$ cat src/common/srx_map.svh
// Register indices, field positions, reset values and counts of the receive link block
`ifndef SRX_MAP_SVH
`define SRX_MAP_SVH

`define SRX_IDX_GEN_CTRL 10'h300
`define SRX_IDX_SUBCLASS 10'h301
`define SRX_IDX_SKEW 10'h302
`define SRX_IDX_OFFSET 10'h304
`define SRX_IDX_RELEASE 10'h306
`define SRX_IDX_MAP_LOW 10'h308
`define SRX_IDX_MAP_HIGH 10'h309

`define SRX_LINK_EN_BIT 0
`define SRX_CLASS_W 3
`define SRX_CNT_W 5
`define SRX_SRC_W 3
`define SRX_SRC_EVEN_LSB 0
`define SRX_SRC_ODD_LSB 3

`define SRX_RST_SUBCLASS 3'h1
`define SRX_RST_OFFSET 5'h00
`define SRX_RST_RELEASE 5'h06
`define SRX_RST_SKEW 5'h00
`define SRX_RST_SRC0 3'h0
`define SRX_RST_SRC1 3'h1
`define SRX_RST_SRC2 3'h2
`define SRX_RST_SRC3 3'h3
`define SRX_CNT_ONE 5'h01
`define SRX_CLASS_ZERO 3'h0
`define SRX_CLASS_ONE 3'h1
`define SRX_SKEW_MAX 5'h1f

`define SRX_LANES 4
`define SRX_LANE_OCTETS 4
`define SRX_OCTET_W 8
`define SRX_BUF_DEPTH 32

`endif

$ cat src/common/srx_pkg.sv
// Types shared by the receive link alignment block
`include "srx_map.svh"

package srx_pkg;

  typedef logic [`SRX_LANE_OCTETS*`SRX_OCTET_W-1:0] srx_word_t;

  // One processing-clock beat of one lane: four octets
  typedef struct packed {
    logic valid;
    logic boundary;
    srx_word_t data;
  } srx_lane_t;

  typedef logic [`SRX_SRC_W-1:0] srx_src_t;
  typedef logic [`SRX_CNT_W-1:0] srx_cnt_t;

  typedef enum logic [1:0] {
    SRX_OFS_IDLE,
    SRX_OFS_COUNT
  } srx_ofs_state_t;

endpackage

$ cat src/rtl/srx_align_ctrl.sv
// Receive link control, lane crossbar, boundary offset and skew measurement
//
// Operation
// RQ1: Software enables the link only after parameters, PLL lock and PHY calibration.
// RQ2: Read-only 5-bit skew from receive boundary to last lane boundary.
// RQ3: Receive boundary delayed by 5-bit offset; subclass picks PCLK or frame units.
// RQ4: Buffered lane data released at programmable PCLK point; resets to 0x6.
// RQ5: Software never programs the release point above 10.
// RQ6: Each logical lane takes the physical input named by its 3-bit selector.
// RQ7: Selector x routes input x; selectors reset to identity mapping.
// RQ8: One PCLK cycle carries four octets of lane data.
// RQ9: Link enable clear keeps alignment idle and discards lane data.
//
// Chosen here: the APB interface to the registers.
`timescale 1ns/1ps
`include "srx_map.svh"

module srx_align_ctrl
  import srx_pkg::*;
#(
  parameter int LANES = `SRX_LANES,
  parameter int DEPTH = `SRX_BUF_DEPTH
)
(
  input wire logic clk,
  input wire logic reset_n,
  input wire logic psel,
  input wire logic penable,
  input wire logic pwrite,
  input wire logic [11:0] paddr,
  input wire logic [31:0] pwdata,
  output logic pready,
  output logic [31:0] prdata,
  output logic pslverr,
  input wire logic lmfc_tick,
  input wire logic frame_tick,
  input wire srx_lane_t [LANES-1:0] serial_input_n,
  output srx_lane_t [LANES-1:0] lane_out,
  output logic lmfc_rx_out,
  output logic link_active
);

  logic link_en_r;
  logic [`SRX_CLASS_W-1:0] local_sync_class_r;
  srx_cnt_t boundary_offset_setting_r;
  srx_cnt_t buffer_release_point_r;
  srx_cnt_t measured_arrival_skew_r;
  srx_src_t lane_src_r [LANES];

  logic [9:0] idx;
  logic aligned;
  logic access;
  logic wr_fire;
  logic mapped;
  logic [31:0] rd_val;
  logic release_pulse;

  assign idx = paddr[11:2];
  assign aligned = (paddr[1:0] == 2'b00);
  assign access = psel && penable;
  assign wr_fire = access && pready && pwrite && mapped;

  always_comb
  begin
    mapped = aligned;
    rd_val = '0;
    if (idx == `SRX_IDX_GEN_CTRL)
      rd_val[`SRX_LINK_EN_BIT] = link_en_r;
    else if (idx == `SRX_IDX_SUBCLASS)
      rd_val[`SRX_CLASS_W-1:0] = local_sync_class_r;
    else if (idx == `SRX_IDX_SKEW)
      rd_val[`SRX_CNT_W-1:0] = measured_arrival_skew_r; // RQ2
    else if (idx == `SRX_IDX_OFFSET)
      rd_val[`SRX_CNT_W-1:0] = boundary_offset_setting_r;
    else if (idx == `SRX_IDX_RELEASE)
      rd_val[`SRX_CNT_W-1:0] = buffer_release_point_r;
    else if (idx == `SRX_IDX_MAP_LOW)
    begin
      rd_val[`SRX_SRC_EVEN_LSB +: `SRX_SRC_W] = lane_src_r[0];
      rd_val[`SRX_SRC_ODD_LSB +: `SRX_SRC_W] = lane_src_r[1];
    end
    else if (idx == `SRX_IDX_MAP_HIGH)
    begin
      rd_val[`SRX_SRC_EVEN_LSB +: `SRX_SRC_W] = lane_src_r[2];
      rd_val[`SRX_SRC_ODD_LSB +: `SRX_SRC_W] = lane_src_r[3];
    end
    else
      mapped = 1'b0;
    if (!aligned)
      rd_val = '0;
  end

  // One wait state: answer in the second access cycle, data from flops
  always_ff @(posedge clk or negedge reset_n)
  begin
    if (!reset_n)
    begin
      pready <= 1'b0;
      prdata <= '0;
      pslverr <= 1'b0;
    end
    else if (access && !pready)
    begin
      pready <= 1'b1;
      prdata <= pwrite ? 32'h0 : rd_val;
      pslverr <= !mapped;
    end
    else
    begin
      pready <= 1'b0;
      prdata <= '0;
      pslverr <= 1'b0;
    end
  end

  always_ff @(posedge clk or negedge reset_n)
  begin
    if (!reset_n)
    begin
      link_en_r <= 1'b0;
      local_sync_class_r <= `SRX_RST_SUBCLASS;
      boundary_offset_setting_r <= `SRX_RST_OFFSET;
      buffer_release_point_r <= `SRX_RST_RELEASE; // RQ4
    end
    else if (wr_fire)
    begin
      if (idx == `SRX_IDX_GEN_CTRL)
        link_en_r <= pwdata[`SRX_LINK_EN_BIT]; // RQ1
      else if (idx == `SRX_IDX_SUBCLASS)
        local_sync_class_r <= pwdata[`SRX_CLASS_W-1:0];
      else if (idx == `SRX_IDX_OFFSET)
        boundary_offset_setting_r <= pwdata[`SRX_CNT_W-1:0];
      else if (idx == `SRX_IDX_RELEASE)
        buffer_release_point_r <= pwdata[`SRX_CNT_W-1:0]; // RQ5
    end
  end

  // Selector registers; identity map after reset
  always_ff @(posedge clk or negedge reset_n)
  begin
    if (!reset_n)
    begin
      lane_src_r[0] <= `SRX_RST_SRC0; // RQ7
      lane_src_r[1] <= `SRX_RST_SRC1; // RQ7
      lane_src_r[2] <= `SRX_RST_SRC2; // RQ7
      lane_src_r[3] <= `SRX_RST_SRC3; // RQ7
    end
    else if (wr_fire && idx == `SRX_IDX_MAP_LOW)
    begin
      lane_src_r[0] <= pwdata[`SRX_SRC_EVEN_LSB +: `SRX_SRC_W]; // RQ6
      lane_src_r[1] <= pwdata[`SRX_SRC_ODD_LSB +: `SRX_SRC_W]; // RQ6
    end
    else if (wr_fire && idx == `SRX_IDX_MAP_HIGH)
    begin
      lane_src_r[2] <= pwdata[`SRX_SRC_EVEN_LSB +: `SRX_SRC_W]; // RQ6
      lane_src_r[3] <= pwdata[`SRX_SRC_ODD_LSB +: `SRX_SRC_W]; // RQ6
    end
  end

  always_ff @(posedge clk or negedge reset_n)
  begin
    if (!reset_n)
      link_active <= 1'b0;
    else
      link_active <= link_en_r;
  end

  // Crossbar: one flop stage; selectors naming no input give an idle lane
  srx_lane_t routed_r [LANES];
  srx_lane_t routed_w [LANES];

  genvar g;
  generate
    for (g = 0; g < LANES; g++)
    begin : g_xbar
      always_comb
      begin
        routed_w[g] = '0;
        if (32'(lane_src_r[g]) < LANES)
          routed_w[g] = serial_input_n[lane_src_r[g]]; // RQ6 RQ7 RQ8
      end

      always_ff @(posedge clk or negedge reset_n)
      begin
        if (!reset_n)
          routed_r[g] <= '0;
        else if (!link_en_r)
          routed_r[g] <= '0; // RQ9
        else
          routed_r[g] <= routed_w[g];
      end

      srx_lane_buf #(
        .DEPTH(DEPTH)
      ) u_buf (
        .clk(clk),
        .reset_n(reset_n),
        .run(link_en_r), // RQ9
        .lane_in(routed_r[g]),
        .release_pulse(release_pulse),
        .lane_out(lane_out[g])
      );
    end
  endgenerate

  // Receive boundary: offset counted in PCLK (class 0) or frame ticks (class 1)
  srx_ofs_state_t ofs_state_r;
  srx_cnt_t ofs_cnt_r;
  logic unit_tick;
  logic lmfc_rx_now;

  assign unit_tick = (local_sync_class_r == `SRX_CLASS_ONE) ? frame_tick
                                                            : 1'b1; // RQ3
  assign lmfc_rx_now = link_en_r &&
    ((lmfc_tick && boundary_offset_setting_r == '0) ||
     (ofs_state_r == SRX_OFS_COUNT && unit_tick &&
      ofs_cnt_r == `SRX_CNT_ONE));

  always_ff @(posedge clk or negedge reset_n)
  begin
    if (!reset_n)
    begin
      ofs_state_r <= SRX_OFS_IDLE;
      ofs_cnt_r <= '0;
    end
    else if (!link_en_r)
      ofs_state_r <= SRX_OFS_IDLE; // RQ9
    else
      case (ofs_state_r)
        SRX_OFS_IDLE:
          if (lmfc_tick && boundary_offset_setting_r != '0)
          begin
            ofs_state_r <= SRX_OFS_COUNT;
            ofs_cnt_r <= boundary_offset_setting_r; // RQ3
          end
        SRX_OFS_COUNT:
          if (unit_tick)
          begin
            ofs_cnt_r <= ofs_cnt_r - 1'b1;
            if (ofs_cnt_r == `SRX_CNT_ONE)
              ofs_state_r <= SRX_OFS_IDLE;
          end
        default:
          ofs_state_r <= SRX_OFS_IDLE;
      endcase
  end

  always_ff @(posedge clk or negedge reset_n)
  begin
    if (!reset_n)
      lmfc_rx_out <= 1'b0;
    else
      lmfc_rx_out <= lmfc_rx_now;
  end

  // Release point: PCLK cycles after the receive boundary, first time only
  logic rel_run_r;
  logic rel_done_r;
  srx_cnt_t rel_cnt_r;

  assign release_pulse = link_en_r && !rel_done_r &&
    ((lmfc_rx_now && !rel_run_r && buffer_release_point_r == '0) ||
     (rel_run_r && rel_cnt_r == buffer_release_point_r)); // RQ4

  always_ff @(posedge clk or negedge reset_n)
  begin
    if (!reset_n)
    begin
      rel_run_r <= 1'b0;
      rel_done_r <= 1'b0;
      rel_cnt_r <= '0;
    end
    else if (!link_en_r)
    begin
      rel_run_r <= 1'b0;
      rel_done_r <= 1'b0;
      rel_cnt_r <= '0;
    end
    else if (release_pulse)
    begin
      rel_run_r <= 1'b0;
      rel_done_r <= 1'b1;
    end
    else if (rel_run_r)
      rel_cnt_r <= rel_cnt_r + 1'b1;
    else if (lmfc_rx_now && !rel_done_r)
    begin
      rel_run_r <= 1'b1;
      rel_cnt_r <= `SRX_CNT_ONE;
    end
  end

  // Skew: cycles from the receive boundary until every lane has shown its own
  logic [LANES-1:0] seen_r;
  logic [LANES-1:0] marks;
  logic meas_r;
  srx_cnt_t meas_cnt_r;

  always_comb
  begin
    marks = '0;
    for (int i = 0; i < LANES; i++)
      marks[i] = routed_r[i].valid && routed_r[i].boundary;
  end

  always_ff @(posedge clk or negedge reset_n)
  begin
    if (!reset_n)
    begin
      seen_r <= '0;
      meas_r <= 1'b0;
      meas_cnt_r <= '0;
      measured_arrival_skew_r <= `SRX_RST_SKEW;
    end
    else if (!link_en_r)
    begin
      seen_r <= '0;
      meas_r <= 1'b0;
      meas_cnt_r <= '0;
    end
    else if (lmfc_rx_now)
    begin
      seen_r <= marks;
      meas_r <= 1'b1;
      meas_cnt_r <= '0;
      if (&marks)
      begin
        meas_r <= 1'b0;
        measured_arrival_skew_r <= '0; // RQ2
      end
    end
    else if (meas_r)
    begin
      seen_r <= seen_r | marks;
      if (meas_cnt_r != `SRX_SKEW_MAX)
        meas_cnt_r <= meas_cnt_r + 1'b1;
      if (&(seen_r | marks))
      begin
        meas_r <= 1'b0;
        measured_arrival_skew_r <= (meas_cnt_r == `SRX_SKEW_MAX) ?
          `SRX_SKEW_MAX : meas_cnt_r + 1'b1; // RQ2
      end
    end
  end

endmodule // srx_align_ctrl

$ cat src/rtl/srx_lane_buf.sv
// Alignment buffer of one logical lane with deterministic read release
`timescale 1ns/1ps
`include "srx_map.svh"

module srx_lane_buf
  import srx_pkg::*;
#(
  parameter int DEPTH = `SRX_BUF_DEPTH
)
(
  input wire logic clk,
  input wire logic reset_n,
  input wire logic run,
  input wire srx_lane_t lane_in,
  input wire logic release_pulse,
  output srx_lane_t lane_out
);

  localparam int AW = $clog2(DEPTH);

  srx_lane_t mem [DEPTH];
  logic [AW-1:0] wr_ptr_r;
  logic [AW-1:0] rd_ptr_r;
  logic wr_on_r;
  logic rd_on_r;

  // Writing starts at the lane's first multiframe boundary
  always_ff @(posedge clk or negedge reset_n)
  begin
    if (!reset_n)
    begin
      wr_on_r <= 1'b0;
      wr_ptr_r <= '0;
    end
    else if (!run)
    begin
      wr_on_r <= 1'b0;
      wr_ptr_r <= '0;
    end
    else if (lane_in.valid && (wr_on_r || lane_in.boundary))
    begin
      wr_on_r <= 1'b1;
      wr_ptr_r <= wr_ptr_r + 1'b1;
    end
  end

  always_ff @(posedge clk)
  begin
    if (run && lane_in.valid && (wr_on_r || lane_in.boundary))
      mem[wr_ptr_r] <= lane_in;
  end

  // Reading waits for the common release point so all lanes leave together
  always_ff @(posedge clk or negedge reset_n)
  begin
    if (!reset_n)
    begin
      rd_on_r <= 1'b0;
      rd_ptr_r <= '0;
      lane_out <= '0;
    end
    else if (!run)
    begin
      rd_on_r <= 1'b0;
      rd_ptr_r <= '0;
      lane_out <= '0;
    end
    else if (rd_on_r || (release_pulse && wr_on_r))
    begin
      rd_on_r <= 1'b1;
      rd_ptr_r <= rd_ptr_r + 1'b1;
      lane_out <= mem[rd_ptr_r];
    end
    else
      lane_out <= '0;
  end

endmodule // srx_lane_buf

$ cat config.mk
export PLATFORM = sky130hd
export DESIGN_NAME = srx_align_ctrl
export DESIGN_NICKNAME = d
export VERILOG_FILES = /design/src/common/srx_pkg.sv /design/src/rtl/srx_align_ctrl.sv /design/src/rtl/srx_lane_buf.sv
export VERILOG_INCLUDE_DIRS = /design/src /design/src/common
export SDC_FILE = /design/constraint.sdc
export NUM_CORES = 2
export LEC_CHECK = 0
export BUFFER_PORTS_ARGS = -buffer_cell sky130_fd_sc_hd__buf_2
export CORE_MARGIN = 4
export CORE_UTILIZATION = 62
export CTS_CLUSTER_DIAMETER = 120
export DETAILED_ROUTE_END_ITERATION = 6
export GPL_ROUTABILITY_DRIVEN = 1
export GPL_TIMING_DRIVEN = 0
export PLACE_DENSITY = 0.79
export SYNTH_ARGS = -nofsm -noshare
export SYNTH_HDL_FRONTEND = slang
export SYNTH_MEMORY_MAX_BITS = 65536
export SYNTH_SLANG_ARGS = --single-unit
$ cat constraint.sdc
create_clock -name clk -period 3.9 [get_ports clk]
set_input_delay 0 -clock clk [delete_from_list [all_inputs] [get_ports clk]]
set_output_delay 0 -clock clk [all_outputs]
set_load 0.02 [all_outputs]
======== Yosys cells after proc, flatten, opt, wreduce, memory -nomap -nowiden ========
Memory sizes are Yosys's and may differ from the RTL's.
Cells that the tools add are included.
cells by class
  add/sub/neg operators ................... 11
  multiply operators ...................... 0
  div/mod/pow operators ................... 0
  magnitude comparators ................... 8
  eq/ne operators ......................... 32
  shift-type cells ........................ 0
  mux-type cells .......................... 124
  bitwise logic cells ..................... 5
  reduce and logical (&&, ||, !) cells .... 72
operators by type and width
  kind                                                                      number
  34-bit 2-to-1 mux                                                         20
  34-bit binary-select mux with 2-bit select                                4
  5-bit 2-to-1 mux                                                          35
  10-bit equality test (second input constant)                              7
  32-bit 2-to-1 mux                                                         2
  5-bit by 1-bit adder with 5-bit output (second input constant)            10
  1-bit 2-to-1 mux                                                          49
  1-bit logical AND                                                         38
  3-bit less-than comparator (second input constant)                        8
  2-bit by 1-bit inequality test with 1-bit output (second input constant)  10
  4-bit AND reduction                                                       5
  6-bit 2-to-1 mux                                                          3
  4-bit 2-to-1 mux                                                          3
  5-bit logical NOT                                                         2
  1-bit logical OR                                                          10
  5-bit one-hot mux with 2 select lines                                     1
  3-bit by 1-bit inequality test with 1-bit output (second input constant)  3
  2-bit 2-to-1 mux                                                          4
  2-bit AND reduction                                                       4
  3-bit 2-to-1 mux                                                          2
  2-bit inequality test (second input constant)                             3
  3-bit inequality test (second input constant)                             2
  3-bit AND reduction                                                       2
  2-bit nonzero test                                                        3
  15 further kinds                                                          22
storage, ports and cells
  register bits ........................... 411
  bits in latches ......................... 0
  memory bits (writable) .................. 4352
  memory bits (read-only) ................. 0
  bits of input ports ..................... 187
  output and inout bits ................... 172
  logic and storage cells ................. 318
  memories ................................ 4
memory list
  name                 words  bits a word  read ports  clocked after Yosys merged registers in  write ports  line                source
  g_xbar[0].u_buf.mem  32     34           1           0                                        1            srx_lane_buf.sv:21  srx_lane_t mem [DEPTH];
  g_xbar[1].u_buf.mem  32     34           1           0                                        1            srx_lane_buf.sv:21
  g_xbar[2].u_buf.mem  32     34           1           0                                        1            srx_lane_buf.sv:21
  g_xbar[3].u_buf.mem  32     34           1           0                                        1            srx_lane_buf.sv:21

======== Depth between registers and ports, before layout ========
  depth after elaboration ................. 14
  mapped depth ............................ 9
  depth with buffers taken out ............ 8

======== Hierarchy ========
From an unflattened synthesis, not the netlist that was laid out.
unflattened totals
  cells, all modules ...................... 8518
  area, all modules ....................... 182222.3 um^2
modules (own cells, without submodules)
  module                               instances  cells each  area an instance (um^2)  sequential area each (um^2)
  srx_lane_buf at g_xbar[1].u_buf ...  3          1927        42788.5                  33822.4
  srx_lane_buf at g_xbar[0].u_buf      1          1927        42786.0                  33822.4
  srx_align_ctrl                       1          810         11070.6                  5013.6

======== Least setup slack after synthesis ========
OpenSTA, ideal clock, no wires.
  path kind ............................... reg-to-reg
  start point ............................. register link_en_r
  end point ............................... memory g_xbar[3].u_buf.mem[23][0] (netlist name) (enable)
  setup time .............................. 0.425 ns
  arrival time ............................ 3.004 ns
  required time ........................... 3.475 ns
  path slack .............................. 0.471 ns
  cell stages (with the launch flop) ...... 7
  path buffers ............................ 4
  period minus slack after synthesis ...... 3.429 ns
  cells stage by stage .................... dfrtp_1 buf_2 buf_2 clkbuf_1 clkbuf_1 nand3_1 nor2_1
between the ends
  cells in the longest elaborated chain, start to end .. 4
ends and longest elaborated chain
  item                                    line                   source
  start: declaration                      srx_align_ctrl.sv:43   logic link_en_r;
  start signal: assignment                srx_align_ctrl.sv:128  link_en_r <= pwdata[`SRX_LINK_EN_BIT];
  1-bit logical AND (2 in a row)          srx_lane_buf.sv:49     if (run && lane_in.valid && (wr_on_r || lane_in.boundary))
  1-bit 2-to-1 mux                        srx_lane_buf.sv:49
  1-bit 2-to-1 mux (implied by the code)  srx_lane_buf.sv:50     mem[wr_ptr_r] <= lane_in;
  end: declaration                        srx_lane_buf.sv:21
No other way between the ends.

======== Worst setup path after layout ========
  start point ............................. register g_xbar[3].u_buf.rd_ptr_r[1]
  end point ............................... register g_xbar[3].u_buf.lane_out[31] (netlist name)
between the ends
  cells in the longest elaborated chain, start to end .. 3
ends and longest elaborated chain
  item                      line                source
  start: declaration        srx_lane_buf.sv:23  logic [AW-1:0] rd_ptr_r;
  start signal: assignment  srx_lane_buf.sv:71  rd_ptr_r <= rd_ptr_r + 1'b1;
  memory 32 x 34 bit        --
  34-bit 2-to-1 mux         srx_lane_buf.sv:68  else if (rd_on_r || (release_pulse && wr_on_r))
  34-bit 2-to-1 mux         srx_lane_buf.sv:62  else if (!run)
No other way between the ends.
A chain may end at the register's enable or synchronous reset.

==> results.py <==
metrics = {
    "detailed_routing": {
        "dr_wl_met2_um": 268000,
        "viasPerCell": 7.22,
        "wirelength_um": 559000,
        "top_layer": "met5",
        "detail_route.wl_per_cell_um": 39.8,
        "postRouteAntennaNets": 0,
        "wl_met3_um": 71900,
        "drt_iter0_drc": 18200,
        "via_count": 101000,
        "drc": 1,
        "dr.pass1.iters": 7,
        "wl_met1_um": 172000,
    },
    "clock_network": {
        "cts.sinks": 4736,
        "clk_pin_slew_ns": 0.07,
        "htreeDepth": 5,
        "clockBufferDepth": 4,
        "insertion_delay_ns": 1.03,
        "cts_tree": "done",
        "root_buffer": "clkbuf_16",
        "cts_buffers": 450,
    },
    "grt": {
        "grt_max_degree": 105,
        "grt_pass1_wl_um": 757000,
        "first_global_vias": 101000,
        "antenna_found_initial": 64,
        "gr-usage-all-layers_pct": 35.2,
        "grt_remaining_overflow": 0,
    },
    "die": {
        "rows": 199,
        "die_area_um2": 305000,
        "start_util_pct": 62.4,
        "die_h_um": 552,
        "chipWidth_um": 552,
        "io_pins": 359,
        "core_area_um2": 295000,
    },
    "power": {
        "switchingPower_uw": 20200,
        "irDropWorstVdd_uv": 456,
        "power.share.clock_pct": 44.9,
        "pwr-share-seq_pct": 54.2,
        "power_frac_comb_pct": 0.8,
        "sw_frac_of_total_pct": 20.0,
        "p_int_uw": 80500,
        "power_density_nw_per_um2": 472,
        "p_leak_uw": 0.0696,
    },
    "sta": {
        "max-slew-margin-rel_pct": -4.78,
        "setup-violations-final": 177,
        "clock_skew_ns": 0.0701,
        "tns_ns": -6.23,
        "fin_crit_sh_pct": 105,
        "worst_pin_slew_ns": 1.57,
        "min_period_ns": 4.08,
        "fmax_ghz": 0.245,
        "hold_viol_final": 0,
        "slew_violations": 12,
        "worst_slack_ns": -0.176,
        "whs_ns": 0.0362,
    },
    "setup_path": {
        "cp-end-kind": "flop",
        "slowest_delay_ns": 0.75,
        "startpoint_type": "flop",
        "critPathArrivalTime_ns": 4.94,
        "critical_path_class": "reg -> reg",
        "cp_slowest_cell": "clkbuf_1",
        "crit_fanout": 10,
        "worstPathCellList": "buf_2 -> buf_2 -> clkbuf_1 -> mux4_2 -> mux2i_1 -> o22ai_1 -> a21oi_1 -> a21oi_1",
        "required_ns": 4.76,
    },
    "finish": {
        "layout-drive-gt1-share_pct": 30.0,
        "final_cell_mix": "edfxtp_1, mux4_2, clkbuf_16, buf_2, dfrtp_1",
        "final_cells": 14000,
        "syn_to_final_growth_pct": 16.2,
        "post-route-util_pct": 72.5,
        "layout_commonest_cell": "edfxtp_1",
        "nets": 9780,
    },
    "placement": {
        "place_inst": 12700,
        "io_buffers": 306,
        "gp_congestion": 0.900,
        "hpwl_um": 323000,
        "pre_cts_slack_ns": -1.76,
    },
    "run_status": {
        "violations": "design-rule violations, max-capacitance violations, max-slew violations, negative setup slack",
        "status": "finished, violations left",
    },
    "yosys": {
        "ys_seq_elements": 4736,
        "ys_warn_count": 0,
        "ys_types": 73,
        "synth-edff-count": 4352,
        "synthesis.instances": 8281,
        "synth.area.top_cells": "edfxtp_1, mux4_2, dfrtp_1",
        "yosys.area.top_type_share_pct": 71.1,
        "synth_area_um2": 184000,
        "synth_ff_type": "edfxtp_1",
        "yosys.area.top_type": "edfxtp_1",
        "syn_area_per_cell_um2": 22.2,
        "ys_seq_area_share_pct": 76.4,
        "synthArstFlopShare_pct": 8.11,
    },
    "worst_hold_path": {
        "hold_class": "in -> reg",
    },
    "run": {
        "cap_viol_max_count": 2,
    },
}
## worst max-delay path, delay by kind of cell, from the launching register on
family,cells,cell delay (ns)
AOI/OAI and AO/OA,3,1.07
muxes,2,0.63
DFF,1,0.63
buffers and inverters,3,1.60
## synth_stat cells, types with 4 or more instances
master,count
a31oi_1,9
o21ai_0,16
o32ai_1,87
clkbuf_1,222
mux2_2,26
o41a_1,4
nand3b_1,14
and2_1,14
o22ai_1,103
or4_1,4
buf_1,49
nand2_1,93
xnor2_1,11
ha_1,26
xor2_1,14
nor2b_1,145
dfstp_2,7
nand4_1,10
nor2_1,405
or3b_2,5
nand2b_1,16
edfxtp_1,4352
buf_6,16
mux4_2,1317
or3_1,7
o31ai_1,5
or2_2,5
a21oi_1,186
dfrtp_1,377
mux2i_1,298
inv_1,35
o2111ai_1,5
buf_2,122
inv_2,5
nor3_1,15
nor4_1,5
buf_4,94
and3_1,4
o211ai_1,7
a211oi_1,73
o21a_1,7
nand3_1,19
## layout make-up
| cell class | count | area, um^2 |
|---|---|---|
| Clock inverter | 233 | 2520 |
| Sequential cell | 4736 | 140000 |
| Antenna cell | 158 | 395 |
| Multi-Input combinational cell | 3031 | 41800 |
| Tap cell | 3919 | 4900 |
| Clock buffer | 616 | 12400 |
| Inverter | 40 | 150 |
| Buffer | 500 | 2540 |
| Timing Repair Buffer | 808 | 8440 |
| Fill cell | 15300 | 81000 |
## state kept, by name, indices dropped and copies added (netlist names), 3 cells and up
name and flops:
boundary_offset_setting_r 5, buffer_release_point_r 5, g_xbar.u_buf.lane_out 136, g_xbar.u_buf.mem 4352, g_xbar.u_buf.rd_on_r 4, g_xbar.u_buf.rd_ptr_r 20, g_xbar.u_buf.wr_on_r 4, g_xbar.u_buf.wr_ptr_r 20
lane_src_r 12, local_sync_class_r 3, meas_cnt_r 5, measured_arrival_skew_r 5, ofs_cnt_r 5, prdata 6, rel_cnt_r 5, routed_r 136
seen_r 4
## per-layer routing
metal  vias to the layer above  global-route usage (%)
li1                      37400                       -
met4                        24                    22.3
met1                     51800                    45.0
met2                      9946                    55.2
met3                      2136                    8.66
met5                         -                       0
## final timing paths
kind / start / endpoint / slack, ns / cells after the start
setup / recovery: g_xbar[3].u_buf.rd_ptr_r[1] / g_xbar[3].u_buf.lane_out[31] / -0.18 / 8
hold / removal: paddr[4] / prdata[3] / 0.04 / 5
setup reg to reg: g_xbar[3].u_buf.rd_ptr_r[1] / g_xbar[3].u_buf.lane_out[31] / -0.18 / 8
hold reg to reg: link_en_r / link_active / 0.37 / 0
max in group asynchronous: reset_n / routed_r[32] / 1.65 / 6
min in group asynchronous: reset_n / g_xbar[2].u_buf.lane_out[13] / 0.14 / 3
## cell families after synthesis
kind of cell	count (synthesis)	share of synthesized area, %
DFF	4736	76.4
buffers and inverters	543	1.45
xor gates and xnor gates	25	0.119
adders and majority gates	26	0.177
other	1	0.00204
muxes	1642	17.9
and+or+nand+nor	776	2.00
AOI/OAI and AO/OA	532	1.93
## per-stage QoR
stage	power (uW)	cell area, um^2
6_report	101000	214000
5_1_grt	103000	213000
4_1_cts	100000	212000
3_5_place_dp	56300	194000
3_3_place_gp	56300	190000
2_1_floorplan	55900	184000
## power groups by stage
stage / clock [uW] / sequential [uW] / combinational, uW
after floorplan: 0 / 55700 / 175
after global placement: 0 / 55700 / 570
after detailed placement: 0 / 55700 / 598
after CTS: 44900 / 54600 / 805
after global routing: 47500 / 54600 / 864
final: 45300 / 54600 / 851
## timing repair
action | CTS | global route
hold buffers | 276 | 2
pin swaps | 7 | 37
gates cloned | 2 | 2
setup buffers | 12 | 78
endpoints found under the hold margin | 475 | 1
setup endpoints to repair | 3794 | 577
resized for setup | 16 | 23
(Power assumes the default switching activity.)
